**src/shared/plis_pkg.sv**
```systemverilog
`default_nettype none
package plis_pkg;

  // ----------------------------------------------------------------
  // register map (byte addresses of the control port)
  // ----------------------------------------------------------------
  localparam int unsigned ADDR_W = 12;
  localparam logic [11:0] OFS_PLL_IRQ_ENABLE   = 12'h001F;
  localparam logic [11:0] OFS_LINK_ALIGN_IRQ_EN = 12'h0021;
  localparam logic [11:0] OFS_PLL_EVENT_STATUS = 12'h0023;
  localparam logic [11:0] OFS_ALIGN_EVT_STATUS = 12'h00FE;

  // ----------------------------------------------------------------
  // field positions
  // ----------------------------------------------------------------
  // pll_event_status and pll enable register share bit positions
  localparam int unsigned BIT_CONV_PLL_LOST   = 7;
  localparam int unsigned BIT_CONV_PLL_LOCKED = 6;
  localparam int unsigned BIT_STATUS_RSVD     = 5;
  localparam int unsigned BIT_LINK_PLL_LOST   = 4;
  localparam int unsigned BIT_LINK_PLL_LOCKED = 3;
  // link_align_irq_enable and align event status
  localparam int unsigned BIT_ALIGN_ROTATE = 2;
  localparam int unsigned BIT_ALIGN_WINDOW = 1;
  localparam int unsigned BIT_ALIGN_TRIP   = 0;
  // bits of link_align_irq_enable that read back (6:5 read zero)
  localparam logic [7:0] LINK_ALIGN_EN_MASK = 8'h9F;

  // ----------------------------------------------------------------
  // event vector order inside the block
  // ----------------------------------------------------------------
  localparam int unsigned NUM_EVT          = 7;
  localparam int unsigned EVT_ALIGN_TRIP   = 0;
  localparam int unsigned EVT_ALIGN_WINDOW = 1;
  localparam int unsigned EVT_ALIGN_ROTATE = 2;
  localparam int unsigned EVT_LINK_LOCKED  = 3;
  localparam int unsigned EVT_LINK_LOST    = 4;
  localparam int unsigned EVT_CONV_LOCKED  = 5;
  localparam int unsigned EVT_CONV_LOST    = 6;

  // ----------------------------------------------------------------
  // reset values and timing
  // ----------------------------------------------------------------
  localparam logic [7:0] RST_ENABLE = 8'h00;
  localparam logic [7:0] RST_STATUS = 8'h00;
  localparam int unsigned READ_LATENCY = 1;

endpackage : plis_pkg
`default_nettype wire

```
**src/hw/plis_irq_top.sv**
```systemverilog
`timescale 1ns/1ns
`default_nettype none
module plis_irq_top (
  input  wire logic        clk_sys,
  input  wire logic        srst,
  // register port of the serial control interface
  input  wire logic [11:0] reg_addr,
  input  wire logic        reg_wr_en,
  input  wire logic [7:0]  reg_wdata,
  input  wire logic        reg_rd_en,
  output logic      [7:0]  reg_rdata,
  output logic             reg_rd_valid,
  // monitored conditions
  input  wire logic        conv_pll_lost_flag,
  input  wire logic        conv_pll_locked_flag,
  input  wire logic        link_pll_lost_flag,
  input  wire logic        link_pll_locked_flag,
  input  wire logic        align_rotate_event,
  input  wire logic        align_window_event,
  input  wire logic        align_trip_event,
  // interrupt request, active low
  output logic             irq_n
);

  localparam int unsigned NE = plis_pkg::NUM_EVT;

  // ----------------------------------------------------------------
  // state
  // ----------------------------------------------------------------
  typedef struct packed {
    logic [7:0] pll_en;
    logic [7:0] align_en;
    logic [7:0] rdata;
    logic       rvalid;
    logic       irq_n;
  } plis_top_st_t;

  plis_top_st_t st_r;
  plis_top_st_t st_nxt;

  logic [NE-1:0] evt_vec;
  logic [NE-1:0] en_vec;
  logic [NE-1:0] clr_vec;
  logic [NE-1:0] stat_vec;
  logic          any_pending;

  // ----------------------------------------------------------------
  // helpers
  // ----------------------------------------------------------------
  function automatic logic hit(input logic [11:0] a, input logic [11:0] ofs);
    hit = (a == ofs);
  endfunction

  // pll status byte from the event vector; reserved and foreign bits zero
  function automatic logic [7:0] pll_byte(input logic [NE-1:0] v);
    logic [7:0] b;
    b = plis_pkg::RST_STATUS;
    b[plis_pkg::BIT_CONV_PLL_LOST]   = v[plis_pkg::EVT_CONV_LOST];
    b[plis_pkg::BIT_CONV_PLL_LOCKED] = v[plis_pkg::EVT_CONV_LOCKED];
    b[plis_pkg::BIT_LINK_PLL_LOST]   = v[plis_pkg::EVT_LINK_LOST];
    b[plis_pkg::BIT_LINK_PLL_LOCKED] = v[plis_pkg::EVT_LINK_LOCKED];
    b[plis_pkg::BIT_STATUS_RSVD]     = 1'b0;
    pll_byte = b;
  endfunction

  function automatic logic [7:0] align_byte(input logic [NE-1:0] v);
    logic [7:0] b;
    b = plis_pkg::RST_STATUS;
    b[plis_pkg::BIT_ALIGN_ROTATE] = v[plis_pkg::EVT_ALIGN_ROTATE];
    b[plis_pkg::BIT_ALIGN_WINDOW] = v[plis_pkg::EVT_ALIGN_WINDOW];
    b[plis_pkg::BIT_ALIGN_TRIP]   = v[plis_pkg::EVT_ALIGN_TRIP];
    align_byte = b;
  endfunction

  // ----------------------------------------------------------------
  // event, enable and clear vectors
  // ----------------------------------------------------------------
  always_comb begin
    evt_vec = '0;
    evt_vec[plis_pkg::EVT_CONV_LOST]    = conv_pll_lost_flag;
    evt_vec[plis_pkg::EVT_CONV_LOCKED]  = conv_pll_locked_flag;
    evt_vec[plis_pkg::EVT_LINK_LOST]    = link_pll_lost_flag;
    evt_vec[plis_pkg::EVT_LINK_LOCKED]  = link_pll_locked_flag;
    evt_vec[plis_pkg::EVT_ALIGN_ROTATE] = align_rotate_event;
    evt_vec[plis_pkg::EVT_ALIGN_WINDOW] = align_window_event;
    evt_vec[plis_pkg::EVT_ALIGN_TRIP]   = align_trip_event;
  end

  always_comb begin
    en_vec = '0;
    en_vec[plis_pkg::EVT_CONV_LOST]    = st_r.pll_en[plis_pkg::BIT_CONV_PLL_LOST];
    en_vec[plis_pkg::EVT_CONV_LOCKED]  = st_r.pll_en[plis_pkg::BIT_CONV_PLL_LOCKED];
    en_vec[plis_pkg::EVT_LINK_LOST]    = st_r.pll_en[plis_pkg::BIT_LINK_PLL_LOST];
    en_vec[plis_pkg::EVT_LINK_LOCKED]  = st_r.pll_en[plis_pkg::BIT_LINK_PLL_LOCKED];
    en_vec[plis_pkg::EVT_ALIGN_ROTATE] = st_r.align_en[plis_pkg::BIT_ALIGN_ROTATE];
    en_vec[plis_pkg::EVT_ALIGN_WINDOW] = st_r.align_en[plis_pkg::BIT_ALIGN_WINDOW];
    en_vec[plis_pkg::EVT_ALIGN_TRIP]   = st_r.align_en[plis_pkg::BIT_ALIGN_TRIP];
  end

  // write-one-to-clear pulses; a zero bit leaves its latch alone
  always_comb begin
    clr_vec = '0;
    if (reg_wr_en && hit(reg_addr, plis_pkg::OFS_PLL_EVENT_STATUS)) begin
      clr_vec[plis_pkg::EVT_CONV_LOST]   = reg_wdata[plis_pkg::BIT_CONV_PLL_LOST];
      clr_vec[plis_pkg::EVT_CONV_LOCKED] = reg_wdata[plis_pkg::BIT_CONV_PLL_LOCKED];
      clr_vec[plis_pkg::EVT_LINK_LOST]   = reg_wdata[plis_pkg::BIT_LINK_PLL_LOST];
      clr_vec[plis_pkg::EVT_LINK_LOCKED] = reg_wdata[plis_pkg::BIT_LINK_PLL_LOCKED];
    end
    if (reg_wr_en && hit(reg_addr, plis_pkg::OFS_ALIGN_EVT_STATUS)) begin
      clr_vec[plis_pkg::EVT_ALIGN_ROTATE] = reg_wdata[plis_pkg::BIT_ALIGN_ROTATE];
      clr_vec[plis_pkg::EVT_ALIGN_WINDOW] = reg_wdata[plis_pkg::BIT_ALIGN_WINDOW];
      clr_vec[plis_pkg::EVT_ALIGN_TRIP]   = reg_wdata[plis_pkg::BIT_ALIGN_TRIP];
    end
  end

  // ----------------------------------------------------------------
  // event cells: sync, edge capture, live or latched view
  // ----------------------------------------------------------------
  plis_evt_cell #(
    .W (NE)
  ) u_cells (
    .clk_sys (clk_sys),
    .srst    (srst),
    .evt_in  (evt_vec),
    .irq_en  (en_vec),
    .clr_w1c (clr_vec),
    .status  (stat_vec),
    .pending (any_pending)
  );

  // ----------------------------------------------------------------
  // registers and read path
  // ----------------------------------------------------------------
  always_comb begin
    st_nxt        = st_r;
    st_nxt.rvalid = 1'b0;
    if (reg_wr_en && hit(reg_addr, plis_pkg::OFS_PLL_IRQ_ENABLE)) begin
      st_nxt.pll_en = reg_wdata;
    end
    if (reg_wr_en && hit(reg_addr, plis_pkg::OFS_LINK_ALIGN_IRQ_EN)) begin
      st_nxt.align_en = reg_wdata & plis_pkg::LINK_ALIGN_EN_MASK;
    end
    if (reg_rd_en) begin
      st_nxt.rvalid = 1'b1;
      // unmapped addresses answer zero so software sees a defined value
      unique case (1'b1)
        hit(reg_addr, plis_pkg::OFS_PLL_IRQ_ENABLE): begin
          st_nxt.rdata = st_r.pll_en;
        end
        hit(reg_addr, plis_pkg::OFS_LINK_ALIGN_IRQ_EN): begin
          st_nxt.rdata = st_r.align_en;
        end
        hit(reg_addr, plis_pkg::OFS_PLL_EVENT_STATUS): begin
          st_nxt.rdata = pll_byte(stat_vec);
        end
        hit(reg_addr, plis_pkg::OFS_ALIGN_EVT_STATUS): begin
          st_nxt.rdata = align_byte(stat_vec);
        end
        default: begin
          st_nxt.rdata = plis_pkg::RST_STATUS;
        end
      endcase
    end
    // low while any enabled bit holds its latch, high otherwise
    st_nxt.irq_n = ~any_pending;
  end

  always_ff @(posedge clk_sys) begin
    if (srst) begin
      st_r.pll_en   <= plis_pkg::RST_ENABLE;
      st_r.align_en <= plis_pkg::RST_ENABLE;
      st_r.rdata    <= plis_pkg::RST_STATUS;
      st_r.rvalid   <= 1'b0;
      st_r.irq_n    <= 1'b1;
    end else begin
      st_r <= st_nxt;
    end
  end

  assign reg_rdata    = st_r.rdata;
  assign reg_rd_valid = st_r.rvalid;
  assign irq_n        = st_r.irq_n;

endmodule // plis_irq_top
`default_nettype wire

```
**src/hw/plis_evt_cell.sv**
```systemverilog
`timescale 1ns/1ns
`default_nettype none
module plis_evt_cell #(
  parameter int unsigned W = 7
) (
  input  wire logic         clk_sys,
  input  wire logic         srst,
  input  wire logic [W-1:0] evt_in,
  input  wire logic [W-1:0] irq_en,
  input  wire logic [W-1:0] clr_w1c,
  output logic      [W-1:0] status,
  output logic              pending
);

  // ----------------------------------------------------------------
  // elaboration check
  // ----------------------------------------------------------------
  if (W < 1 || W > 32) begin : g_bad_w
    $error("plis_evt_cell: W must be 1 to 32");
  end

  typedef struct packed {
    logic [W-1:0] sync1;
    logic [W-1:0] sync2;
    logic [W-1:0] prev;
    logic [W-1:0] latch;
    logic [W-1:0] stat;
    logic         pend;
  } plis_cell_st_t;

  plis_cell_st_t st_r;
  plis_cell_st_t st_nxt;

  // ----------------------------------------------------------------
  // next state
  // ----------------------------------------------------------------
  always_comb begin
    logic [W-1:0] rise;
    logic [W-1:0] lat;
    rise   = '0;
    lat    = '0;
    st_nxt = st_r;
    // conditions come from analog or other logic: two flops first
    st_nxt.sync1 = evt_in;
    st_nxt.sync2 = st_r.sync1;
    st_nxt.prev  = st_r.sync2;
    rise         = st_r.sync2 & ~st_r.prev;
    // a rise in the clearing cycle survives: set wins over clear
    lat          = irq_en & ((st_r.latch & ~clr_w1c) | rise);
    st_nxt.latch = lat;
    // disabled bits show the live synchronised condition
    st_nxt.stat  = (irq_en & lat) | (~irq_en & st_r.sync2);
    st_nxt.pend  = |lat;
  end

  always_ff @(posedge clk_sys) begin
    if (srst) begin
      st_r <= '0;
    end else begin
      st_r <= st_nxt;
    end
  end

  assign status  = st_r.stat;
  assign pending = st_r.pend;

endmodule // plis_evt_cell
`default_nettype wire

```
**config.mk**
```make
export PLATFORM = sky130hd
export DESIGN_NAME = plis_irq_top
export DESIGN_NICKNAME = d
export VERILOG_FILES = /design/src/shared/plis_pkg.sv /design/src/hw/plis_irq_top.sv /design/src/hw/plis_evt_cell.sv
export SDC_FILE = /design/constraint.sdc
export NUM_CORES = 1
export LEC_CHECK = 0
export BUFFER_PORTS_ARGS = -buffer_cell sky130_fd_sc_hd__buf_2
export CORE_MARGIN = 2
export CORE_UTILIZATION = 45
export CTS_CLUSTER_DIAMETER = 150
export DETAILED_ROUTE_END_ITERATION = 10
export HOLD_SLACK_MARGIN = 0.12
export PLACE_DENSITY = 0.68
export SYNTH_ARGS = -nofsm -noshare
export SYNTH_HDL_FRONTEND = slang
export SYNTH_SLANG_ARGS = --single-unit
```
**constraint.sdc**
```tcl
create_clock -name clk_sys -period 2.7 [get_ports clk_sys]
set_clock_uncertainty 0.15 [all_clocks]
set_input_delay 0.405 -clock clk_sys [delete_from_list [all_inputs] [get_ports clk_sys]]
set_output_delay 0.405 -clock clk_sys [all_outputs]
set_load 0.05 [all_outputs]
```
==> flow_summary.yaml, run 1 <==
yosys:
  ys.flop_type: "dfxtp_1"
  synth_fp_nets: 258
  yosysMostFrequentCell: "dfxtp_1"
  synth-compound-area-share: 0.1123
  ys_seq_elements: 60
  yosys.area_share.adder: 0
  synth_top_family_by_area: "simple AND/OR/NAND/NOR gates"
  netlist_area_um2: 2273
  synth.distinct_cells: 41
  synth_top_area_frac: 0.5283
  avgSynthCellArea_um2: 10.02
  synth_edf_count: 0
  synth_top_cells_by_count: "dfxtp_1, nor2b_1, nor2_1"
  synth-xor-area-share: 0
  synth_area_leaders: "dfxtp_1, nor2b_1, mux2i_1"
  syn-instance-count: 227
  ys_warn_count: 0
  yosysTopAreaCell: "dfxtp_1"
  synthMuxAreaShare: 0.07210
  yosysSeqAreaShare: 0.5283
  yosys.area_share.simple: 0.2317
  async_flop_share: 0
floorplan:
  fp.dieH_um: 75.08
  num_rows: 25
  die_area_um2: 5636
  die_width_um: 75.08
  boundaryPins: 41
  fp.coreArea_um2: 4786
  start_util: 0.4750
hold_path:
  hp-class: "input port to flip-flop"
clock_tree:
  worstSkewPairLatency_ns: 0.33
  cts_tree: "yes"
  cts.sinks: 60
  clockBufferDepth: 2
  path_clk_slew_ns: 0.06
  postCtsResizedCells: 0
  cts_inserted_buffers: 9
  htreeDepth: 3
  root_buffer: "clkbuf_8"
worst_setup_path:
  path_class: "input port to flip-flop"
  worstSetupEndpointType: "flip-flop"
  cp_slowest_cell: "or4_4"
  critPathRequiredTime_ns: 2.73
  startpoint_type: "input port"
  cp_cell_sequence: "buf_2, or4_4, nor3_4, a31oi_1, o21ai_0, a41oi_1"
  cp_max_fo: 7
  crit_arrival_ns: 2.02
  cpPeakStageDelay_ns: 0.60
placement:
  dp_slack_ns: 0.3782
  globalplace.congestion: 0.7647
  numPortBuffers: 40
  hpwl_mm: 3.016
power_and_ir_drop:
  p_leak_nw: 1.217
  powerDensity_nw_per_um2: 615.5
  ir_drop_uv: 303.6
sta:
  max_freq_ghz: 0.5049
  finalCritPeriodShare: 0.7335
  finalHoldViolations: 0
  slew-limit-headroom: 0.6600
  report.final.slew_viol_count: 0
  setup_viol: 0
  tightest_slew_ns: 0.5100
  setup_tns_ns: 0
  rsz0062_at_grt: "no"
  layout_setup_ws_ns: 0.7196
  period_needed_ns: 1.980
grt:
  grt_usage: 0.1738
  grt_pass1_wl_mm: 7.093
  grt_overflow_total: 0
  antenna_found_initial: 0
  grt_max_degree: 29
  grt_pass1_vias: 1517
route:
  first_pass_iters: 4
  wl_per_cell_um: 12.50
  drtAntennaViolNets: 0
  drtIter0Drc: 86
  finalWirelength_mm: 4.238
  vias: 1629
  viasPerCell: 4.805
  drc: 0
final_layout:
  fin_nets: 300
  drive_gt1_frac: 0.2721
  antennaDiodeCount: 0
  area_growth_pct: 17.50
run:
  maxCapViolations: 0
outcome:
  status: "finished clean"
[worst paths after layout]
kind	start	slack, ns	depth (start not counted)	to
setup reg to reg	u_cells.st_nxt[20]	1.34	5	u_cells.pending
setup / recovery	reg_addr[9]	0.72	6	u_cells.pending
hold reg to reg	u_cells.pending	0.25	1	irq_n
hold / removal	link_pll_lost_flag	0.14	2	u_cells.st_nxt[26]
[stage by stage]
stage               instances  hold WS (ns)    util  cell area (um^2)  power (W)
floorplan                 227        0.2054       -              2273  0.0009729
global placement          323        0.2378  0.5213              2495   0.001010
detailed placement        323        0.2336  0.5213              2495   0.001010
CTS                       339        0.1222  0.5582              2671   0.001670
global route              339        0.1257  0.5582              2671   0.001721
finish                    339        0.1378  0.5582              2671   0.001644
[cell families after synthesis]
| logic type | after synthesis |
|---|---|
| AO/OA/AOI/OAI | 36 |
| buffers and inverters | 23 |
| AND/OR/NAND/NOR | 92 |
| multiplexers | 16 |
| flip-flops | 60 |
[worst max-delay path, delay by kind of cell]
kind	cells	cell delay [ns]
and+or+nand+nor	2	0.94
AOI/OAI and AO/OA	3	0.57
buffers and inverters	1	0.10
[cells in the final DEF, fill, tap and decap left out, types with 2 or more instances in the layout]
cell,n
a31o_2,2
dfxtp_1,60
clkbuf_8,10
a21o_1,5
clkinv_2,3
mux2i_1,13
inv_1,7
nor2b_1,27
nand2_1,12
a21oi_1,4
a22o_1,3
a22oi_1,6
nand3_1,4
mux2_2,3
nand2b_1,7
buf_4,5
nand4_1,2
dlygate4sd3_1,2
o21ai_0,8
nand2_2,2
buf_2,40
nor2_1,26
[final cells by class]
| type | count | area (um^2) |
|---|---|---|
| Clock buffer | 11 | 141.4 |
| Sequential cell | 60 | 1201 |
| Inverter | 7 | 26.28 |
| Tap cell | 67 | 83.83 |
| Fill cell | 453 | 2115 |
| Timing Repair Buffer | 47 | 257.7 |
| Clock inverter | 3 | 15.01 |
| Multi-Input combinational cell | 144 | 945.9 |
[layer usage]
layer,wire length [um],part of all wire,track usage,up-vias
li1,-,-,-,848
met1,2074,0.49,0.2143,724
met2,1812,0.43,0.2632,48
met3,236,0.056,0.05622,9
met4,114,0.027,0.1071,0
met5,0,0,0,-
[repair_timing]
action | in CTS | in global routing
buffers inserted | 0 | 0
hold buffers | 2 | 0
endpoints found under the hold margin | 2 | 0
[state kept, by name, summed over array words and instances (netlist names)]
signal and count:
u_cells.st_nxt 14, u_cells.st_r 14, reg_rdata 8, en_vec 7, st_r 7, u_cells.status 7
irq_n 1, reg_rd_valid 1, u_cells.pending 1
[power breakdown]
group          internal, W  switching, W
clock network     0.000343      0.000309
registers         0.000902    0.00000458
logic            0.0000378     0.0000481
No activity file was read; power rests on OpenSTA's default activity.
==> run 2, diff against run 1 <==
PLACE_DENSITY = 0.7   (was 0.68)
clock period = 1.7 ns   (was 2.7 ns; I/O delays follow)
==> flow_summary.yaml, run 2 (synthesized netlist as in run 1, its figures left out) <==
sta:
  finalHoldViolations: 0
  max_freq_ghz: 0.5803
  setup_viol: 1
  rsz0062_at_grt: "yes"
  report.final.slew_viol_count: 0
  period_needed_ns: 1.723
  tightest_slew_ns: 0.4382
  layout_setup_ws_ns: -0.02332
  slew-limit-headroom: 0.7068
  finalCritPeriodShare: 1.014
  setup_tns_ns: -0.02332
floorplan:
  boundaryPins: 41
  start_util: 0.4750
  die_area_um2: 5636
  die_width_um: 75.08
  fp.coreArea_um2: 4786
  num_rows: 25
  fp.dieH_um: 75.08
route:
  wl_per_cell_um: 12.30
  drtIter0Drc: 67
  vias: 1731
  first_pass_iters: 4
  finalWirelength_mm: 4.552
  drc: 0
  drtAntennaViolNets: 0
  viasPerCell: 4.678
worst_setup_path:
  r2r_slack_ns: 0.32
  r2r_cells: 5
  path_class: "input port to flip-flop"
  r2r_end: "u_cells.pending"
  critPathRequiredTime_ns: 1.74
  startpoint_type: "input port"
  r2r_start: "u_cells.st_nxt[18]"
  cp_max_fo: 3
  crit_arrival_ns: 1.77
  worstSetupEndpointType: "flip-flop"
placement:
  numPortBuffers: 40
  dp_slack_ns: -0.4198
  globalplace.congestion: 0.7962
  dp_cells: 334
  dpl_cell_area_um2: 2603
  hpwl_mm: 3.223
power_and_ir_drop:
  p_leak_nw: 1.407
  powerDensity_nw_per_um2: 964.2
  ir_drop_uv: 632.2
clock_tree:
  root_buffer: "clkbuf_8"
  worstSkewPairLatency_ns: 0.33
  path_clk_slew_ns: 0.06
  clockBufferDepth: 2
  htreeDepth: 3
  cts_tree: "yes"
  cts_inserted_buffers: 9
  cts.sinks: 60
hold_path:
  min_delay_worst_endpoint: "irq_n"
  min_delay_path_depth: 1
  hp-class: "flip-flop to flip-flop"
  worstHoldStart: "u_cells.pending"
final_layout:
  area_growth_pct: 34.18
  layout_commonest_cell: "dfxtp_1"
  multi_input_area_um2: 997.2
  final_cell_mix: "dfxtp_1, buf_2, nor2b_1"
  fillers: 413
  fin_nets: 330
  finalNonFillerCells: 370
  design_area_um2: 3050
  utilization: 0.6374
  drive_gt1_frac: 0.3069
  seq_area_um2: 1201
  antennaDiodeCount: 0
grt:
  grt_usage: 0.1752
  grt_overflow_total: 0
  grt_pass1_vias: 1526
  antenna_found_initial: 0
  grt_max_degree: 28
  grt_pass1_wl_mm: 7.051
outcome:
  status: "complete, but fails checks"
  failed_checks: "setup timing"
run:
  maxCapViolations: 0
==> run 2: cell types whose count changed in the layout (fill, tap and decap cells not counted), moves of 3 or more <==
| cell | delta |
|---|---|
| buf_6 | +3 |
| dlygate4sd3_1 | +15 |
| o21ai_0 | -4 |
| o21ai_1 | +4 |
| buf_4 | +14 |
==> run 2: repair_timing <==
item                                   CTS  global route
gates resized for setup                  4             4
hold buffers                            17             0
endpoints found under the hold margin   27             0
pin swaps                                4             8
setup buffers                            2             2
setup endpoints to repair               18            20
==> run 2: power by group <==
group	internal [W]	switching [W]	total, W
clock network	0.000812	0.000507	0.00132
registers	0.00143	0.00000717	0.00144
logic	0.0000953	0.0000878	0.000183
==> run 2: layer usage <==
layer,GRT usage,share of wire
met4,0.1012,0.0070
met3,0.05221,0.052
met2,0.2651,0.47
met5,0,0
met1,0.2216,0.47
==> run 2: worst max-delay path by stage <==
stage	start	to	slack, ns
floorplan	reg_addr[2]	u_cells.pending	-0.23
global placement	reg_addr[2]	u_cells.pending	-0.40
detailed placement	reg_addr[2]	u_cells.pending	-0.42
CTS	reg_addr[4]	u_cells.pending	-0.05
global route	reg_addr[9]	u_cells.pending	-0.06
finish	reg_addr[4]	u_cells.pending	-0.02
==> run 2: critical path: stages <==
cell	delay, ns
buf_6	0.09
or4b_4	0.57
o41a_1	0.41
o21ai_2	0.14
and3_1	0.18
a41oi_1	0.11
==> run 2: through the flow <==
| stage | hold WS (ns) | power, W |
|---|---|---|
| floorplan | 0.1882 | 0.001547 |
| global placement | 0.2227 | 0.001615 |
| detailed placement | 0.2299 | 0.001617 |
| CTS | 0.2295 | 0.002985 |
| global route | 0.2677 | 0.003075 |
| finish | 0.2453 | 0.002941 |
==> run 2: cell type report <==
| class | count | area share |
|---|---|---|
| well taps | 67 | 0.02748 |
| clock inverters | 5 | 0.02543 |
| clock buffers | 10 | 0.04184 |
| multi-input cells | 144 | 0.3269 |
| inverters | 7 | 0.008614 |
| flip-flops and latches | 60 | 0.3938 |
| repair buffers | 77 | 0.1760 |
